===== config.mk =====
export PLATFORM = sky130hd
export DESIGN_NAME = pci_arbiter_shared_fb_decode
export DESIGN_NICKNAME = d
export VERILOG_FILES = /design/src/arb_pkg.sv /design/src/countdown_if.sv /design/src/countdown_timer.sv /design/src/pci_arbiter_shared_fb_decode.sv
export SDC_FILE = /design/constraint.sdc
export NUM_CORES = 1
export LEC_CHECK = 0
export BUFFER_PORTS_ARGS = -buffer_cell sky130_fd_sc_hd__buf_2
export CORE_MARGIN = 2
export CORE_UTILIZATION = 52
export CTS_CLUSTER_SIZE = 16
export DETAILED_ROUTE_END_ITERATION = 10
export PLACE_DENSITY = 0.88
export SYNTH_ARGS = -nofsm -noshare
export SYNTH_HDL_FRONTEND = slang
export SYNTH_SLANG_ARGS = --single-unit

===== constraint.sdc =====
create_clock -name clk_i -period 6 [get_ports clk_i]
set_clock_uncertainty 0.2 [all_clocks]
set_input_delay 0.9 -clock clk_i [delete_from_list [all_inputs] [get_ports clk_i]]
set_output_delay 0.9 -clock clk_i [all_outputs]
set_load 0.02 [all_outputs]

===== src/arb_pkg.sv =====
// Constants, register map and state types for the PCI arbiter and shared frame buffer decode.
// Assumes a single 40 MHz clock that serves as both PCI and host clock.
package arb_pkg;

	// ----------------------------------------------------------------
	// Clock and timing
	// ----------------------------------------------------------------
	localparam int GNT_TIMEOUT_PCLKS = 16;
	localparam logic [4:0] GNT_TIMEOUT_PRESET = 5'(GNT_TIMEOUT_PCLKS - 1);
	localparam int TMR_W             = 8;
	localparam int GTO_W             = 5;

	// ----------------------------------------------------------------
	// Agents
	// ----------------------------------------------------------------
	localparam int N_AGENTS  = 5;
	localparam logic [2:0] AGENT_GFX  = 3'h3;
	localparam logic [2:0] AGENT_ISA  = 3'h4;
	localparam logic [2:0] AGENT_LAST = 3'h4;
	localparam logic [1:0] HOST_AFTER_MODE0 = 2'h3;
	localparam logic [1:0] HOST_AFTER_MODE1 = 2'h2;

	// ----------------------------------------------------------------
	// Register offsets (byte addresses)
	// ----------------------------------------------------------------
	localparam logic [7:0] ADR_ARB_CTRL   = 8'h00;
	localparam logic [7:0] ADR_SB_CTRL    = 8'h04;
	localparam logic [7:0] ADR_SB_START   = 8'h08;
	localparam logic [7:0] ADR_ROW_BND4   = 8'h0c;
	localparam logic [7:0] ADR_RELOC_BASE = 8'h10;
	localparam logic [7:0] ADR_RELOC_LIM  = 8'h14;
	localparam logic [7:0] ADR_STATUS     = 8'h18;

	// ----------------------------------------------------------------
	// Field positions and reset values
	// ----------------------------------------------------------------
	localparam int ARB_SCHEME_BIT = 0;
	localparam int MTT_LSB        = 8;
	localparam int HLT_LSB        = 16;
	localparam int SB_APERTURE_BIT = 0;
	localparam int SB_ENABLE_BIT   = 1;
	localparam int SB_OVERLAP_BIT  = 2;
	localparam int SB_HOLE_EN_BIT  = 3;
	localparam int SB_HOLE_2MB_BIT = 4;
	localparam int SB_RELOC_EN_BIT = 5;
	localparam int MB_W            = 12;
	localparam int MB_LSB          = 20;
	localparam int ST_GFX_BIT      = 6;
	localparam int ST_CNT_LSB      = 8;
	localparam logic [31:0] ARB_CTRL_RST = 32'h0010_1000;
	localparam logic [31:0] SB_CTRL_RST  = 32'h0000_0000;
	localparam logic [MB_W-1:0] MB_RST   = 12'h000;
	localparam logic [MB_W-1:0] HOLE_TOP_MB  = 12'h010;
	localparam logic [MB_W-1:0] HOLE_1MB_BOT = 12'h00f;
	localparam logic [MB_W-1:0] HOLE_2MB_BOT = 12'h00e;

	// ----------------------------------------------------------------
	// States
	// ----------------------------------------------------------------
	typedef enum logic [1:0] {ST_IDLE, ST_GRANT, ST_BUSY, ST_HOST} arb_state_t;
	typedef enum logic [1:0] {GFX_PARK, GFX_PEND, GFX_OWN} gfx_state_t;

endpackage : arb_pkg


===== src/countdown_if.sv =====
// Load and count signals between the arbiter and one of its down counters.
// Assumes both ends run on the same clock.
`timescale 1ns/10ps
interface countdown_if #(parameter int W = 8);
	logic         load;
	logic [W-1:0] preset;
	logic [W-1:0] count;
	logic         zero;
	modport ctrl  (output load, output preset, input count, input zero);
	modport timer (input load, input preset, output count, output zero);
endinterface : countdown_if


===== src/countdown_timer.sv =====
// A down counter that loads a preset and counts to zero, one step per clock.
// Assumes a synchronous active-high reset.
`timescale 1ns/10ps
module countdown_timer #(
	parameter int W = 8
) (
	// Clock and reset
	input  wire logic  clk_i,
	input  wire logic  rst_i,
	// Counter signals
	countdown_if.timer t
);
	logic [W-1:0] count_ff;

	always_ff @(posedge clk_i) begin
		if (rst_i) begin
			count_ff <= '0;
		end else if (t.load) begin
			count_ff <= t.preset;
		end else if (count_ff != '0) begin
			count_ff <= count_ff - W'(1);
		end
	end

	assign t.count = count_ff;
	assign t.zero  = (count_ff == '0);
endmodule : countdown_timer


===== src/pci_arbiter_shared_fb_decode.sv =====
// PCI bus arbiter with host policy and the shared frame buffer address decode.
// Assumes one clock for PCI, host and memory arbitration, and a classic Wishbone master.
// Notes on behaviour
// - Four PCI masters on pairs 3:0 plus ISA bridge on hold request/acknowledge.
// - With shared buffer enabled, pair three carries graphics memory request and grant.
// - Scheme bit picks three grants (mode 0) or two (mode 1) before host.
// - Winner found in fixed ring starting at a movable top-priority pointer.
// - Only grants to a new agent count; grants inside one timer period count once.
// - Grant drops once FRAME# seen, or 16 clocks after grant if no cycle.
// - Each grant loads the multi-transaction timer, which counts down to zero.
// - While that timer runs, the last granted agent is top priority.
// - Host gets bus at top priority, or when PCI needs no memory nor lock.
// - Host latency timer holds off other PCI grants after a priority host grant.
// - Host handover is controlled through the processor address-hold output.
// - Shared buffer spans start address up to top of memory from row boundary four.
// - Memory hole is 15-16 MB for 1 MB size, 14-16 MB for 2 MB size.
// - With overlap on, hole wins and hole or buffer CPU cycles go to PCI.
// - CPU reaches all DRAM; buffer range is marked non-cacheable.
// - Control bit 0 sends aperture cycles to PCI when closed, DRAM when open.
// - CPU cycles in the relocatable frame buffer range go to PCI.
// - With shared buffer on, PCI memory cycles above top of memory are not claimed.
// - Bridge and graphics controller alternate driving DRAM, the idle side tri-states.
// - Memory request and grant run on the host clock on both sides.
// - Bridge parks on DRAM; request line signals low or high priority.
// - Low-priority graphics request served only with no CPU, PCI or refresh pending.
//
// Local design decisions: the Wishbone slave port and the placing of the registers.
`timescale 1ns/10ps
module pci_arbiter_shared_fb_decode (
	// Clock and reset
	input  wire logic        clk_i,
	input  wire logic        rst_i,
	// Wishbone slave
	input  wire logic        wb_cyc_i,
	input  wire logic        wb_stb_i,
	input  wire logic        wb_we_i,
	input  wire logic [7:0]  wb_adr_i,
	input  wire logic [3:0]  wb_sel_i,
	input  wire logic [31:0] wb_dat_i,
	output logic      [31:0] wb_dat_o,
	output logic             wb_ack_o,
	// PCI arbitration
	input  wire logic [3:0]  pci_req_n_i,
	output logic      [3:0]  pci_gnt_n_o,
	input  wire logic        pci_frame_n_i,
	input  wire logic        pci_bus_idle_i,
	input  wire logic        pci_lock_i,
	input  wire logic        pci_mem_access_i,
	input  wire logic        isa_bridge_hold_req_n_i,
	output logic             isa_bridge_hold_ack_n_o,
	output logic             cpu_address_hold_o,
	// Shared DRAM arbitration
	input  wire logic        cpu_dram_req_i,
	input  wire logic        pci_dram_req_i,
	input  wire logic        refresh_hi_req_i,
	input  wire logic        dram_busy_i,
	output logic             bridge_dram_drive_o,
	// Address decode
	input  wire logic        cpu_cycle_i,
	input  wire logic [31:0] cpu_addr_i,
	output logic             cpu_to_pci_o,
	output logic             cpu_to_dram_o,
	output logic             cpu_noncacheable_o,
	input  wire logic        pci_mem_cycle_i,
	input  wire logic [31:0] pci_addr_i,
	output logic             pci_claim_o
);
	import arb_pkg::*;

	// ----------------------------------------------------------------
	// Registers
	// ----------------------------------------------------------------
	logic [31:0]     arbitration_control_reg_ff;
	logic [31:0]     shared_buffer_control_reg_ff;
	logic [MB_W-1:0] shared_buffer_start_addr_ff;
	logic [MB_W-1:0] row_boundary_four_ff;
	logic [MB_W-1:0] reloc_base_ff;
	logic [MB_W-1:0] reloc_limit_ff;
	logic [31:0]     rd_data;
	logic            wr_stb;
	logic [31:0]     status_word;
	logic            shared_frame_buffer_feature;

	function automatic logic [31:0] merge(input logic [31:0] old, input logic [31:0] dat, input logic [3:0] sel);
		logic [31:0] res;
		res = old;
		for (int b = 0; b < 4; b++) begin
			if (sel[b]) begin
				res[b*8 +: 8] = dat[b*8 +: 8];
			end
		end
		return res;
	endfunction : merge

	assign wr_stb = wb_cyc_i && wb_stb_i && wb_we_i && !wb_ack_o;
	assign shared_frame_buffer_feature = shared_buffer_control_reg_ff[SB_ENABLE_BIT];

	always_ff @(posedge clk_i) begin
		if (rst_i) begin
			wb_ack_o <= 1'b0;
		end else begin
			wb_ack_o <= wb_cyc_i && wb_stb_i && !wb_ack_o;
		end
	end

	always_ff @(posedge clk_i) begin
		if (rst_i) begin
			arbitration_control_reg_ff   <= ARB_CTRL_RST;
			shared_buffer_control_reg_ff <= SB_CTRL_RST;
			shared_buffer_start_addr_ff  <= MB_RST;
			row_boundary_four_ff         <= MB_RST;
			reloc_base_ff                <= MB_RST;
			reloc_limit_ff               <= MB_RST;
		end else if (wr_stb) begin
			case (wb_adr_i)
				ADR_ARB_CTRL: begin
					arbitration_control_reg_ff <= merge(arbitration_control_reg_ff, wb_dat_i, wb_sel_i);
				end
				ADR_SB_CTRL: begin
					shared_buffer_control_reg_ff <= merge(shared_buffer_control_reg_ff, wb_dat_i, wb_sel_i);
				end
				ADR_SB_START: begin
					shared_buffer_start_addr_ff <= MB_W'(merge(32'(shared_buffer_start_addr_ff), wb_dat_i, wb_sel_i));
				end
				ADR_ROW_BND4: begin
					row_boundary_four_ff <= MB_W'(merge(32'(row_boundary_four_ff), wb_dat_i, wb_sel_i));
				end
				ADR_RELOC_BASE: begin
					reloc_base_ff <= MB_W'(merge(32'(reloc_base_ff), wb_dat_i, wb_sel_i));
				end
				ADR_RELOC_LIM: begin
					reloc_limit_ff <= MB_W'(merge(32'(reloc_limit_ff), wb_dat_i, wb_sel_i));
				end
				default: begin
				end
			endcase
		end
	end

	always_comb begin
		case (wb_adr_i)
			ADR_ARB_CTRL:   rd_data = arbitration_control_reg_ff;
			ADR_SB_CTRL:    rd_data = shared_buffer_control_reg_ff;
			ADR_SB_START:   rd_data = 32'(shared_buffer_start_addr_ff);
			ADR_ROW_BND4:   rd_data = 32'(row_boundary_four_ff);
			ADR_RELOC_BASE: rd_data = 32'(reloc_base_ff);
			ADR_RELOC_LIM:  rd_data = 32'(reloc_limit_ff);
			ADR_STATUS:     rd_data = status_word;
			default:        rd_data = 32'h0000_0000;
		endcase
	end

	always_ff @(posedge clk_i) begin
		if (rst_i) begin
			wb_dat_o <= 32'h0000_0000;
		end else if (wb_cyc_i && wb_stb_i && !wb_ack_o && !wb_we_i) begin
			wb_dat_o <= rd_data;
		end
	end

	// ----------------------------------------------------------------
	// Timers
	// ----------------------------------------------------------------
	countdown_if #(.W(TMR_W)) multi_transaction_timer ();
	countdown_if #(.W(TMR_W)) host_latency_timer ();
	countdown_if #(.W(GTO_W)) grant_timeout ();

	countdown_timer #(.W(TMR_W)) u_mtt (.clk_i(clk_i), .rst_i(rst_i), .t(multi_transaction_timer));
	countdown_timer #(.W(TMR_W)) u_hlt (.clk_i(clk_i), .rst_i(rst_i), .t(host_latency_timer));
	countdown_timer #(.W(GTO_W)) u_gto (.clk_i(clk_i), .rst_i(rst_i), .t(grant_timeout));

	// ----------------------------------------------------------------
	// PCI arbitration
	// ----------------------------------------------------------------
	arb_state_t  state_ff;
	logic [4:0]  grant_ff;
	logic [2:0]  ptr_ff;
	logic [2:0]  last_ff;
	logic [1:0]  grant_cnt_ff;
	logic        host_due_ff;
	logic        hold_ff;
	logic [4:0]  reqs;
	logic [2:0]  search_top;
	logic [2:0]  winner;
	logic        any_req;
	logic        do_grant;
	logic        new_agent;
	logic [1:0]  host_after;

	assign reqs = {~isa_bridge_hold_req_n_i, ~pci_req_n_i[3] & ~shared_frame_buffer_feature, ~pci_req_n_i[2:0]};
	assign search_top = multi_transaction_timer.zero ? ptr_ff : last_ff;

	always_comb begin
		logic [2:0] idx;
		idx     = search_top;
		winner  = search_top;
		any_req = 1'b0;
		for (int i = 0; i < N_AGENTS; i++) begin
			if (!any_req && reqs[idx]) begin
				winner  = idx;
				any_req = 1'b1;
			end
			idx = (idx == AGENT_LAST) ? 3'h0 : idx + 3'h1;
		end
	end

	assign host_after = arbitration_control_reg_ff[ARB_SCHEME_BIT] ? HOST_AFTER_MODE1 : HOST_AFTER_MODE0;
	assign do_grant   = (state_ff == ST_IDLE) && !host_due_ff && any_req;
	assign new_agent  = (winner != last_ff) && multi_transaction_timer.zero;

	assign multi_transaction_timer.load   = do_grant;
	assign multi_transaction_timer.preset = arbitration_control_reg_ff[MTT_LSB +: TMR_W];
	assign grant_timeout.load             = do_grant;
	assign grant_timeout.preset           = GNT_TIMEOUT_PRESET;
	assign host_latency_timer.load        = (state_ff == ST_IDLE) && host_due_ff;
	assign host_latency_timer.preset      = arbitration_control_reg_ff[HLT_LSB +: TMR_W];

	always_ff @(posedge clk_i) begin
		if (rst_i) begin
			state_ff <= ST_IDLE;
			grant_ff <= 5'h00;
		end else begin
			case (state_ff)
				ST_IDLE: begin
					if (host_due_ff) begin
						state_ff <= ST_HOST;
					end else if (any_req) begin
						state_ff <= ST_GRANT;
						grant_ff <= 5'(1) << winner;
					end
				end
				ST_GRANT: begin
					if (grant_ff[AGENT_ISA]) begin
						if (isa_bridge_hold_req_n_i) begin
							state_ff <= ST_IDLE;
							grant_ff <= 5'h00;
						end
					end else if (!pci_frame_n_i) begin
						state_ff <= ST_BUSY;
						grant_ff <= 5'h00;
					end else if (grant_timeout.zero) begin
						state_ff <= ST_IDLE;
						grant_ff <= 5'h00;
					end
				end
				ST_BUSY: begin
					if (pci_bus_idle_i && pci_frame_n_i) begin
						state_ff <= ST_IDLE;
					end
				end
				ST_HOST: begin
					if (host_latency_timer.zero) begin
						state_ff <= ST_IDLE;
					end
				end
				default: begin
					state_ff <= ST_IDLE;
					grant_ff <= 5'h00;
				end
			endcase
		end
	end

	always_ff @(posedge clk_i) begin
		if (rst_i) begin
			ptr_ff  <= 3'h0;
			last_ff <= 3'h0;
		end else if (do_grant) begin
			last_ff <= winner;
			ptr_ff  <= (winner == AGENT_LAST) ? 3'h0 : winner + 3'h1;
		end
	end

	always_ff @(posedge clk_i) begin
		if (rst_i) begin
			grant_cnt_ff <= 2'h0;
			host_due_ff  <= 1'b0;
		end else if (host_latency_timer.load) begin
			host_due_ff <= 1'b0;
		end else if (do_grant && new_agent) begin
			if (grant_cnt_ff + 2'h1 == host_after) begin
				grant_cnt_ff <= 2'h0;
				host_due_ff  <= 1'b1;
			end else begin
				grant_cnt_ff <= grant_cnt_ff + 2'h1;
			end
		end
	end

	always_ff @(posedge clk_i) begin
		if (rst_i) begin
			hold_ff <= 1'b0;
		end else begin
			hold_ff <= (state_ff == ST_GRANT || state_ff == ST_BUSY) && (pci_mem_access_i || pci_lock_i);
		end
	end
	assign cpu_address_hold_o = hold_ff;

	// ----------------------------------------------------------------
	// Graphics memory arbitration
	// ----------------------------------------------------------------
	gfx_state_t gfx_state_ff;
	logic       gfx_gap_ff;
	logic       gfx_hipri_ff;
	logic       gfx_own_ff;
	logic       gfx_memory_request_n;
	logic       gfx_memory_grant_n;
	logic       gfx_may_grant;

	assign gfx_memory_request_n = pci_req_n_i[3] | ~shared_frame_buffer_feature;
	assign gfx_may_grant = !dram_busy_i && (gfx_hipri_ff || !(cpu_dram_req_i || pci_dram_req_i || refresh_hi_req_i));

	always_ff @(posedge clk_i) begin
		if (rst_i) begin
			gfx_state_ff <= GFX_PARK;
			gfx_gap_ff   <= 1'b0;
			gfx_hipri_ff <= 1'b0;
		end else begin
			case (gfx_state_ff)
				GFX_PARK: begin
					gfx_gap_ff   <= 1'b0;
					gfx_hipri_ff <= 1'b0;
					if (!gfx_memory_request_n) begin
						gfx_state_ff <= GFX_PEND;
					end
				end
				GFX_PEND: begin
					if (gfx_memory_request_n) begin
						gfx_gap_ff <= 1'b1;
						if (gfx_gap_ff) begin
							gfx_state_ff <= GFX_PARK;
						end
					end else if (gfx_gap_ff) begin
						gfx_gap_ff   <= 1'b0;
						gfx_hipri_ff <= 1'b1;
					end else if (gfx_may_grant) begin
						gfx_state_ff <= GFX_OWN;
					end
				end
				GFX_OWN: begin
					if (gfx_memory_request_n) begin
						gfx_state_ff <= GFX_PARK;
					end
				end
				default: begin
					gfx_state_ff <= GFX_PARK;
				end
			endcase
		end
	end

	always_ff @(posedge clk_i) begin
		if (rst_i) begin
			gfx_own_ff <= 1'b0;
		end else begin
			gfx_own_ff <= (gfx_state_ff == GFX_PEND && !gfx_memory_request_n && !gfx_gap_ff && gfx_may_grant)
				|| (gfx_state_ff == GFX_OWN && !gfx_memory_request_n);
		end
	end
	assign gfx_memory_grant_n  = ~gfx_own_ff;
	assign bridge_dram_drive_o = ~gfx_own_ff;

	assign pci_gnt_n_o[2:0]        = ~grant_ff[2:0];
	assign pci_gnt_n_o[3]          = shared_frame_buffer_feature ? gfx_memory_grant_n : ~grant_ff[AGENT_GFX];
	assign isa_bridge_hold_ack_n_o = ~grant_ff[AGENT_ISA];

	assign status_word = {16'h0000, 6'h00, grant_cnt_ff, 1'b0, gfx_own_ff, 1'b0, grant_ff};

	// ----------------------------------------------------------------
	// Address decode
	// ----------------------------------------------------------------
	logic [MB_W-1:0] cpu_mb;
	logic [MB_W-1:0] pci_mb;
	logic [MB_W-1:0] hole_bot;
	logic            cpu_high;
	logic            pci_high;
	logic            in_hole;
	logic            in_fb;
	logic            in_reloc;
	logic            to_pci;

	assign cpu_mb   = cpu_addr_i[MB_LSB +: MB_W];
	assign pci_mb   = pci_addr_i[MB_LSB +: MB_W];
	assign cpu_high = cpu_mb >= row_boundary_four_ff;
	assign pci_high = pci_mb >= row_boundary_four_ff;
	assign hole_bot = shared_buffer_control_reg_ff[SB_HOLE_2MB_BIT] ? HOLE_2MB_BOT : HOLE_1MB_BOT;
	assign in_hole  = shared_buffer_control_reg_ff[SB_HOLE_EN_BIT] && cpu_mb >= hole_bot && cpu_mb < HOLE_TOP_MB;
	assign in_fb    = shared_frame_buffer_feature && cpu_mb >= shared_buffer_start_addr_ff && !cpu_high;
	assign in_reloc = shared_buffer_control_reg_ff[SB_RELOC_EN_BIT] && cpu_mb >= reloc_base_ff
		&& cpu_mb <= reloc_limit_ff;
	assign to_pci   = in_hole || in_reloc || cpu_high
		|| (in_fb && (!shared_buffer_control_reg_ff[SB_APERTURE_BIT] || shared_buffer_control_reg_ff[SB_OVERLAP_BIT]));

	always_ff @(posedge clk_i) begin
		if (rst_i) begin
			cpu_to_pci_o       <= 1'b0;
			cpu_to_dram_o      <= 1'b0;
			cpu_noncacheable_o <= 1'b0;
		end else begin
			cpu_to_pci_o       <= cpu_cycle_i && to_pci;
			cpu_to_dram_o      <= cpu_cycle_i && !to_pci;
			cpu_noncacheable_o <= cpu_cycle_i && in_fb;
		end
	end

	always_ff @(posedge clk_i) begin
		if (rst_i) begin
			pci_claim_o <= 1'b0;
		end else begin
			pci_claim_o <= pci_mem_cycle_i && !(pci_high && shared_frame_buffer_feature);
		end
	end

endmodule : pci_arbiter_shared_fb_decode


======== Word level (Yosys, flattened, before mapping) ========
Cells that the tools add are included.
W data, S select, Z words.
storage, ports and cells
  flip-flop bits (word level) ............. 192
  bits of input ports ..................... 128
  output and inout port bits .............. 44
cells by class
  add/subtract/negate cells ............... 9
  magnitude comparators ................... 12
  equality and inequality tests ........... 32
  shift operators ......................... 1
  mux-type cells .......................... 64
  bitwise gates (word level) .............. 11
  reduce and logical (&&, ||, !) cells .... 97
operators by type and width
  operator               number
  $pmux W32 S7           1
  $reduce_and A3 Y1      18
  $ge A12 B12 Y1         4
  $logic_and A1 B1 Y1    33
  $mux W8                4
  $mux W2                15
  $mux W3                10
  $eq A8 B5 Y1 const B   3
  $logic_not A8 Y1       3
  $lt A3 B4 Y1 const B   5
  $mux W5                4
  $eq A8 B4 Y1 const B   2
  $mux W1                16
  $mux W4                4
  $ne A2 B2 Y1 const B   8
  $reduce_bool A8 Y1     2
  $sub A8 B1 Y8 const B  2
  $add A3 B1 Y3 const B  5
  $bmux W1 S3            5
  $eq A3 B3 Y1 const B   5
  $logic_not A1 Y1       15
  $ne A3 B3 Y1 const B   5
  $reduce_and A5 Y1      3
  $ge A12 B4 Y1          1
  26 further kinds       53

======== Depth between registers and ports, before layout ========
  word-level depth ........................ 21
  gate-level depth with buffers ........... 32

======== Cells and area by module ========
A second synthesis with hierarchy kept.
second synthesis, totals
  cells, all modules ...................... 1226
  area, all modules ....................... 10796.6 um2
by module, submodules not included
  module                        times used  cells an instance  area each (um2)
  pci_arbiter_shared_fb_decode  1           1088               9557.9
  countdown_timer (u_hlt ...)   2           53                 475.5
  countdown_timer (u_gto)       1           32                 287.8

======== Worst setup path before layout ========
Ideal clock, no wire load.
  path type ............................... flip-flop to flip-flop
  from .................................... reg u_mtt.count_ff[0], in the netlist u_mtt.t.count[0]
  to ...................................... reg grant_cnt_ff[0]
  library setup time ...................... 128 ps
  data arrival time ....................... 5870 ps
  required time ........................... 5672 ps
  setup slack ............................. -198 ps
  stages on the path, launching flop included .. 30
  path buffers ............................ 1
  path through ............................ dfxtp_1 > inv_1 > ha_1 > or3b_2 > clkbuf_1 > nor2_2 > mux2i_1 > inv_1 > ha_1 > or3b_2 > a211o_4 > nand2_4 > a21oi_1 > inv_1 > ha_1 > o31ai_1 > a21o_2 > inv_2 > ha_1 > nand2_1 > o21ai_0 > a211oi_1 > mux2i_1 > and4b_1 > and3_2 > o31a_1 > xnor2_1 > o31a_2 > mux2i_1 > nor2_1
on the way
  word-level cells in the longest chain between the ends .. 21
  elaborated cells on any way between the ends .. 46
ends and longest elaborated chain
  item                                                    line                                 text
  from (decl)                                             countdown_timer.sv:13                logic [W-1:0] count_ff;
  from (signal assigned)                                  countdown_timer.sv:19                count_ff <= t.preset;
  from (signal assigned)                                  countdown_timer.sv:21                count_ff <= count_ff - W'(1);
  $logic_not A8 Y1 (*)                                    countdown_timer.sv:26                assign t.zero = (count_ff == '0);
  branches (longest 18 deep; another with $add A3 B1 Y3)  --
  $logic_and A1 B1 Y1 (*)                                 pci_arbiter_shared_fb_decode.sv:280  end else if (do_grant && new_agent) begin
  $reduce_and A2 Y1 (no line) (*)                         --
  to (signal assigned)                                    pci_arbiter_shared_fb_decode.sv:285  grant_cnt_ff <= grant_cnt_ff + 2'h1;
  to (decl)                                               pci_arbiter_shared_fb_decode.sv:179  logic [1:0] grant_cnt_ff;
Every way passes the cells marked *. The select of a mux whose other input is x is not followed.
A chain may end at the register's enable or synchronous reset.

======== Worst setup path after layout ========
  from .................................... reg u_mtt.count_ff[1], in the netlist u_mtt.t.count[1]
  to ...................................... reg ptr_ff[2]
on the way
  word-level cells in the longest chain between the ends .. 19
  elaborated cells on any way between the ends .. 45
ends and longest elaborated chain
  item                                                    line                                 text
  $logic_not A8 Y1 (*)                                    countdown_timer.sv:26
  $mux W3 (*)                                             pci_arbiter_shared_fb_decode.sv:191  assign search_top = multi_transaction_timer.zero ? ptr_ff : last_ff;
  branches (longest 14 deep; another with $add A3 B1 Y3)  --
  $mux W3 (*)                                             pci_arbiter_shared_fb_decode.sv:199  if (!any_req && reqs[idx]) begin
  named net winner[0]                                     pci_arbiter_shared_fb_decode.sv:184  logic [2:0] winner;
  $add A3 B1 Y3 or $eq A3 B3 Y1 (tied branches)           pci_arbiter_shared_fb_decode.sv:270  ptr_ff <= (winner == AGENT_LAST) ? 3'h0 : winner + 3'h1;
  $mux W3 (*)                                             pci_arbiter_shared_fb_decode.sv:270
  to (signal assigned)                                    pci_arbiter_shared_fb_decode.sv:270
  to (decl)                                               pci_arbiter_shared_fb_decode.sv:177  logic [2:0] ptr_ff;
Mark *: on every way through the listed nets, which the timed path passes. The select of a mux whose other input is x is not followed.

==> results.sh <==
export IMPL_status="complete, no violations"
export IMPL_met3WireLength_mm=3.15
export IMPL_r2r_start="u_mtt.t.count[1]"
export IMPL_startpoint_type="flop"
export IMPL_fin_hold_ws_ns=0.267
export IMPL_ant_nets=0
export IMPL_worstPathRequired_ns=6.07
export IMPL_drtIter0Drc=1078
export IMPL_cts_htree_levels=4
export IMPL_hold_class="flop to flop"
export IMPL_seq_area_frac_synth=0.354
export IMPL_power_internal_mw=3.51
export IMPL_final_common_cell="nor2_1"
export IMPL_p_sw_mw=2.61
export IMPL_cpLargestDelayFamily="simple AND/OR/NAND/NOR gates"
export IMPL_worstMarginPinSlew_ns=1.16
export IMPL_die_w_um=148
export IMPL_antenna_found_initial=2
export IMPL_synthArstFlopShare=0
export IMPL_cpMostUsedCell="ha_4"
export IMPL_highest_layer="met5"
export IMPL_crit_buf_inv=6
export IMPL_post_route_util=0.620
export IMPL_antenna_cells=0
export IMPL_synth_top_area_cell="dfxtp_1"
export IMPL_max_freq_ghz=0.171
export IMPL_setup_ws_ns=0.165
export IMPL_post_place_ws_ns=-0.0265
export IMPL_coreArea_mm2=0.0204
export IMPL_swShare=0.427
export IMPL_maxCapViolCount=0
export IMPL_ir_drop_mv=0.355
export IMPL_drt_met1_wl_mm=13.0
export IMPL_cts_tree="built"
export IMPL_hold_viol_final=0
export IMPL_avgViaCountPerCell=6.10
export IMPL_wl_mm=31.2
export IMPL_yosysWarnings=0
export IMPL_worst_path_max_delay_cell="or3b_4"
export IMPL_relSlewSlack=0.221
export IMPL_power_density_mw_per_mm2=485
export IMPL_drive_above_1_share=0.183
export IMPL_design_area_mm2=0.0126
export IMPL_synth_avg_cell_area_um2=8.50
export IMPL_synth_flop_cell="dfxtp_1"
export IMPL_cp_max_fo=5
export IMPL_synth_area_leaders="dfxtp_1 (35%), mux2i_1 (11%), ha_1 (9.7%), nor2_1 (7.2%), a22oi_1 (3.2%)"
export IMPL_wl_per_cell_um=18.5
export IMPL_start_util=0.533
export IMPL_setup_violations=0
export IMPL_cts_max_path_buffers=2
export IMPL_path_clk_slew_ns=0.07
export IMPL_sequentialPowerShare=0.240
export IMPL_dp_hpwl_mm=22.0
export IMPL_track_usage=0.280
export IMPL_finalNonFillerCells=1689
export IMPL_slew_viol_final=0
export IMPL_layout_common_cells="nor2_1 (205), dfxtp_1 (189), buf_2 (130), mux2i_1 (118), nand2_1 (86)"
export IMPL_clkLatencyLatePin_ns=0.44
export IMPL_ys_types=77
export IMPL_grt_max_degree=151
export IMPL_synth_top_cell_area_share=0.354
export IMPL_p_clk_frac=0.180
export IMPL_rsz0062_at_grt="yes"
export IMPL_area_delta_synth_final_pct=16.5
export IMPL_synth_nets=1488
export IMPL_numCtsBuffers=17
export IMPL_grt_pass1_vias=9898
export IMPL_min_period_ns=5.84
export IMPL_vias=10307
export IMPL_arrival_ns=5.91
export IMPL_io_pins=172
export IMPL_endpoint_kind="flop"
export IMPL_dr_wl_met2_mm=14.0
export IMPL_die_h_um=148
export IMPL_combPwrFrac=0.579
export IMPL_cts_sinks=192
export IMPL_globalRouteOverflowTotal=0
export IMPL_p_leak_nw=5.17
export IMPL_cp_slowest_stage_delay_ns=0.39
export IMPL_grt_first_pass_wirelength_mm=50.0
export IMPL_finalCritPeriodShare=0.973
export IMPL_routabilityCongestion=0.949
export IMPL_fin_nets=1618
export IMPL_placedCellCount=1651
export IMPL_cts_hold_fix_buffers=0
export IMPL_row_count=52
export IMPL_synth_edf_count=0
export IMPL_dpl_cell_area_mm2=0.0119
export IMPL_die_area_mm2=0.0220
export IMPL_crit_start="u_mtt.t.count[1]"
export IMPL_path_class="flop to flop"
export IMPL_clk_root_buffer_cell="clkbuf_16"
export IMPL_ys_ff_latch=192
export IMPL_synthesis_area_mm2=0.0108
export IMPL_syn_inst=1276
export IMPL_firstDrtPassIters=5
export IMPL_route_detailed_drc=0
export IMPL_port_buffers=131
export IMPL_hp_start="u_gto.t.count[4]"
## power by group through the flow
stage	Sequential (mW)	Clock, mW	Combinational, mW
2_1_floorplan	1.46	0	2.35
3_5_place_dp	1.49	0	3.31
5_1_grt	1.48	1.17	3.88
6_report	1.47	1.10	3.55
3_3_place_gp	1.49	0	3.22
4_1_cts	1.46	1.11	3.37
## registers in the layout, summed over array words and instances (netlist names), 8 cells and up
name and count:
arbitration_control_reg_ff 32, wb_dat_o 32, shared_buffer_control_reg_ff 32, reloc_limit_ff 12, reloc_base_ff 12, u_hlt.t.count 8
u_mtt.t.count 8, row_boundary_four_ff 12, shared_buffer_start_addr_ff 12
## metrics by stage
stage	setup TNS, ns	power, mW
floorplan	0	3.81
global placement	0	4.71
detailed placement	-0.0502	4.80
CTS	0	5.94
global route	-0.140	6.53
finish	0	6.13
## path summary, 6_finish.rpt
path | end | slack, ns | cells past startpoint
worst max-delay path | ptr_ff[2] | 0.16 | 31
worst min-delay path | u_gto.t.count[4] | 0.27 | 2
worst max register to register | ptr_ff[2] | 0.16 | 31
worst min register to register | u_gto.t.count[4] | 0.27 | 2
## metal layers
layer  global-route usage  up-vias
li1                     -     4791
met1                0.360     4878
met2                0.447      532
met3               0.0755      104
met4                0.119        2
met5                    0        -
## final cells by class
class	count	area, µm²
Tap cell	270	338
Clock inverter	15	144
Timing Repair Buffer	174	985
Fill cell	1606	7730
Inverter	84	320
Sequential cell	192	3850
Clock buffer	17	425
Multi-Input combinational cell	937	6570
## cells in the mapped netlist (8+ instances only)
| library cell | instances |
|---|---|
| clkbuf_1 | 57 |
| a22o_1 | 22 |
| inv_1 | 83 |
| nor2_1 | 208 |
| a22oi_1 | 46 |
| nor3_1 | 28 |
| o21ai_0 | 24 |
| nand3_1 | 34 |
| a21o_1 | 33 |
| ha_1 | 84 |
| nand2_1 | 86 |
| a21oi_1 | 66 |
| a211oi_1 | 9 |
| mux2i_1 | 120 |
| xnor2_1 | 9 |
| dfxtp_1 | 192 |
| nand2b_1 | 13 |
| a221o_1 | 8 |
## repair_timing
item | 4_1_cts | 5_1_grt
cloned | 0 | 0
setup endpoints to repair | 6 | 20
pin swaps | 2 | 11
gates resized for setup | 2 | 24
buffers inserted | 1 | 5
hold endpoints to repair | 0 | 0
## worst reg2reg max path, delay by kind of cell (launching register included)
| kind | cells | cell delay (ns) |
|---|---|---|
| AO/OA/AOI/OAI | 8 | 1.45 |
| adder cells (fa/ha/maj) | 6 | 1.17 |
| multiplexers | 2 | 0.41 |
| AND/OR/NAND/NOR | 9 | 1.57 |
| buffers and inverters | 6 | 0.56 |
| flip-flops | 1 | 0.33 |
## kinds of logic after synthesis
kind of cell    synth area share
buf+inv                   0.0510
flops                      0.354
mux                        0.119
compound gates             0.178
xor+xnor                  0.0121
simple gates               0.189
fa+ha+maj                 0.0969
No activity file was read; power rests on OpenSTA's default activity.
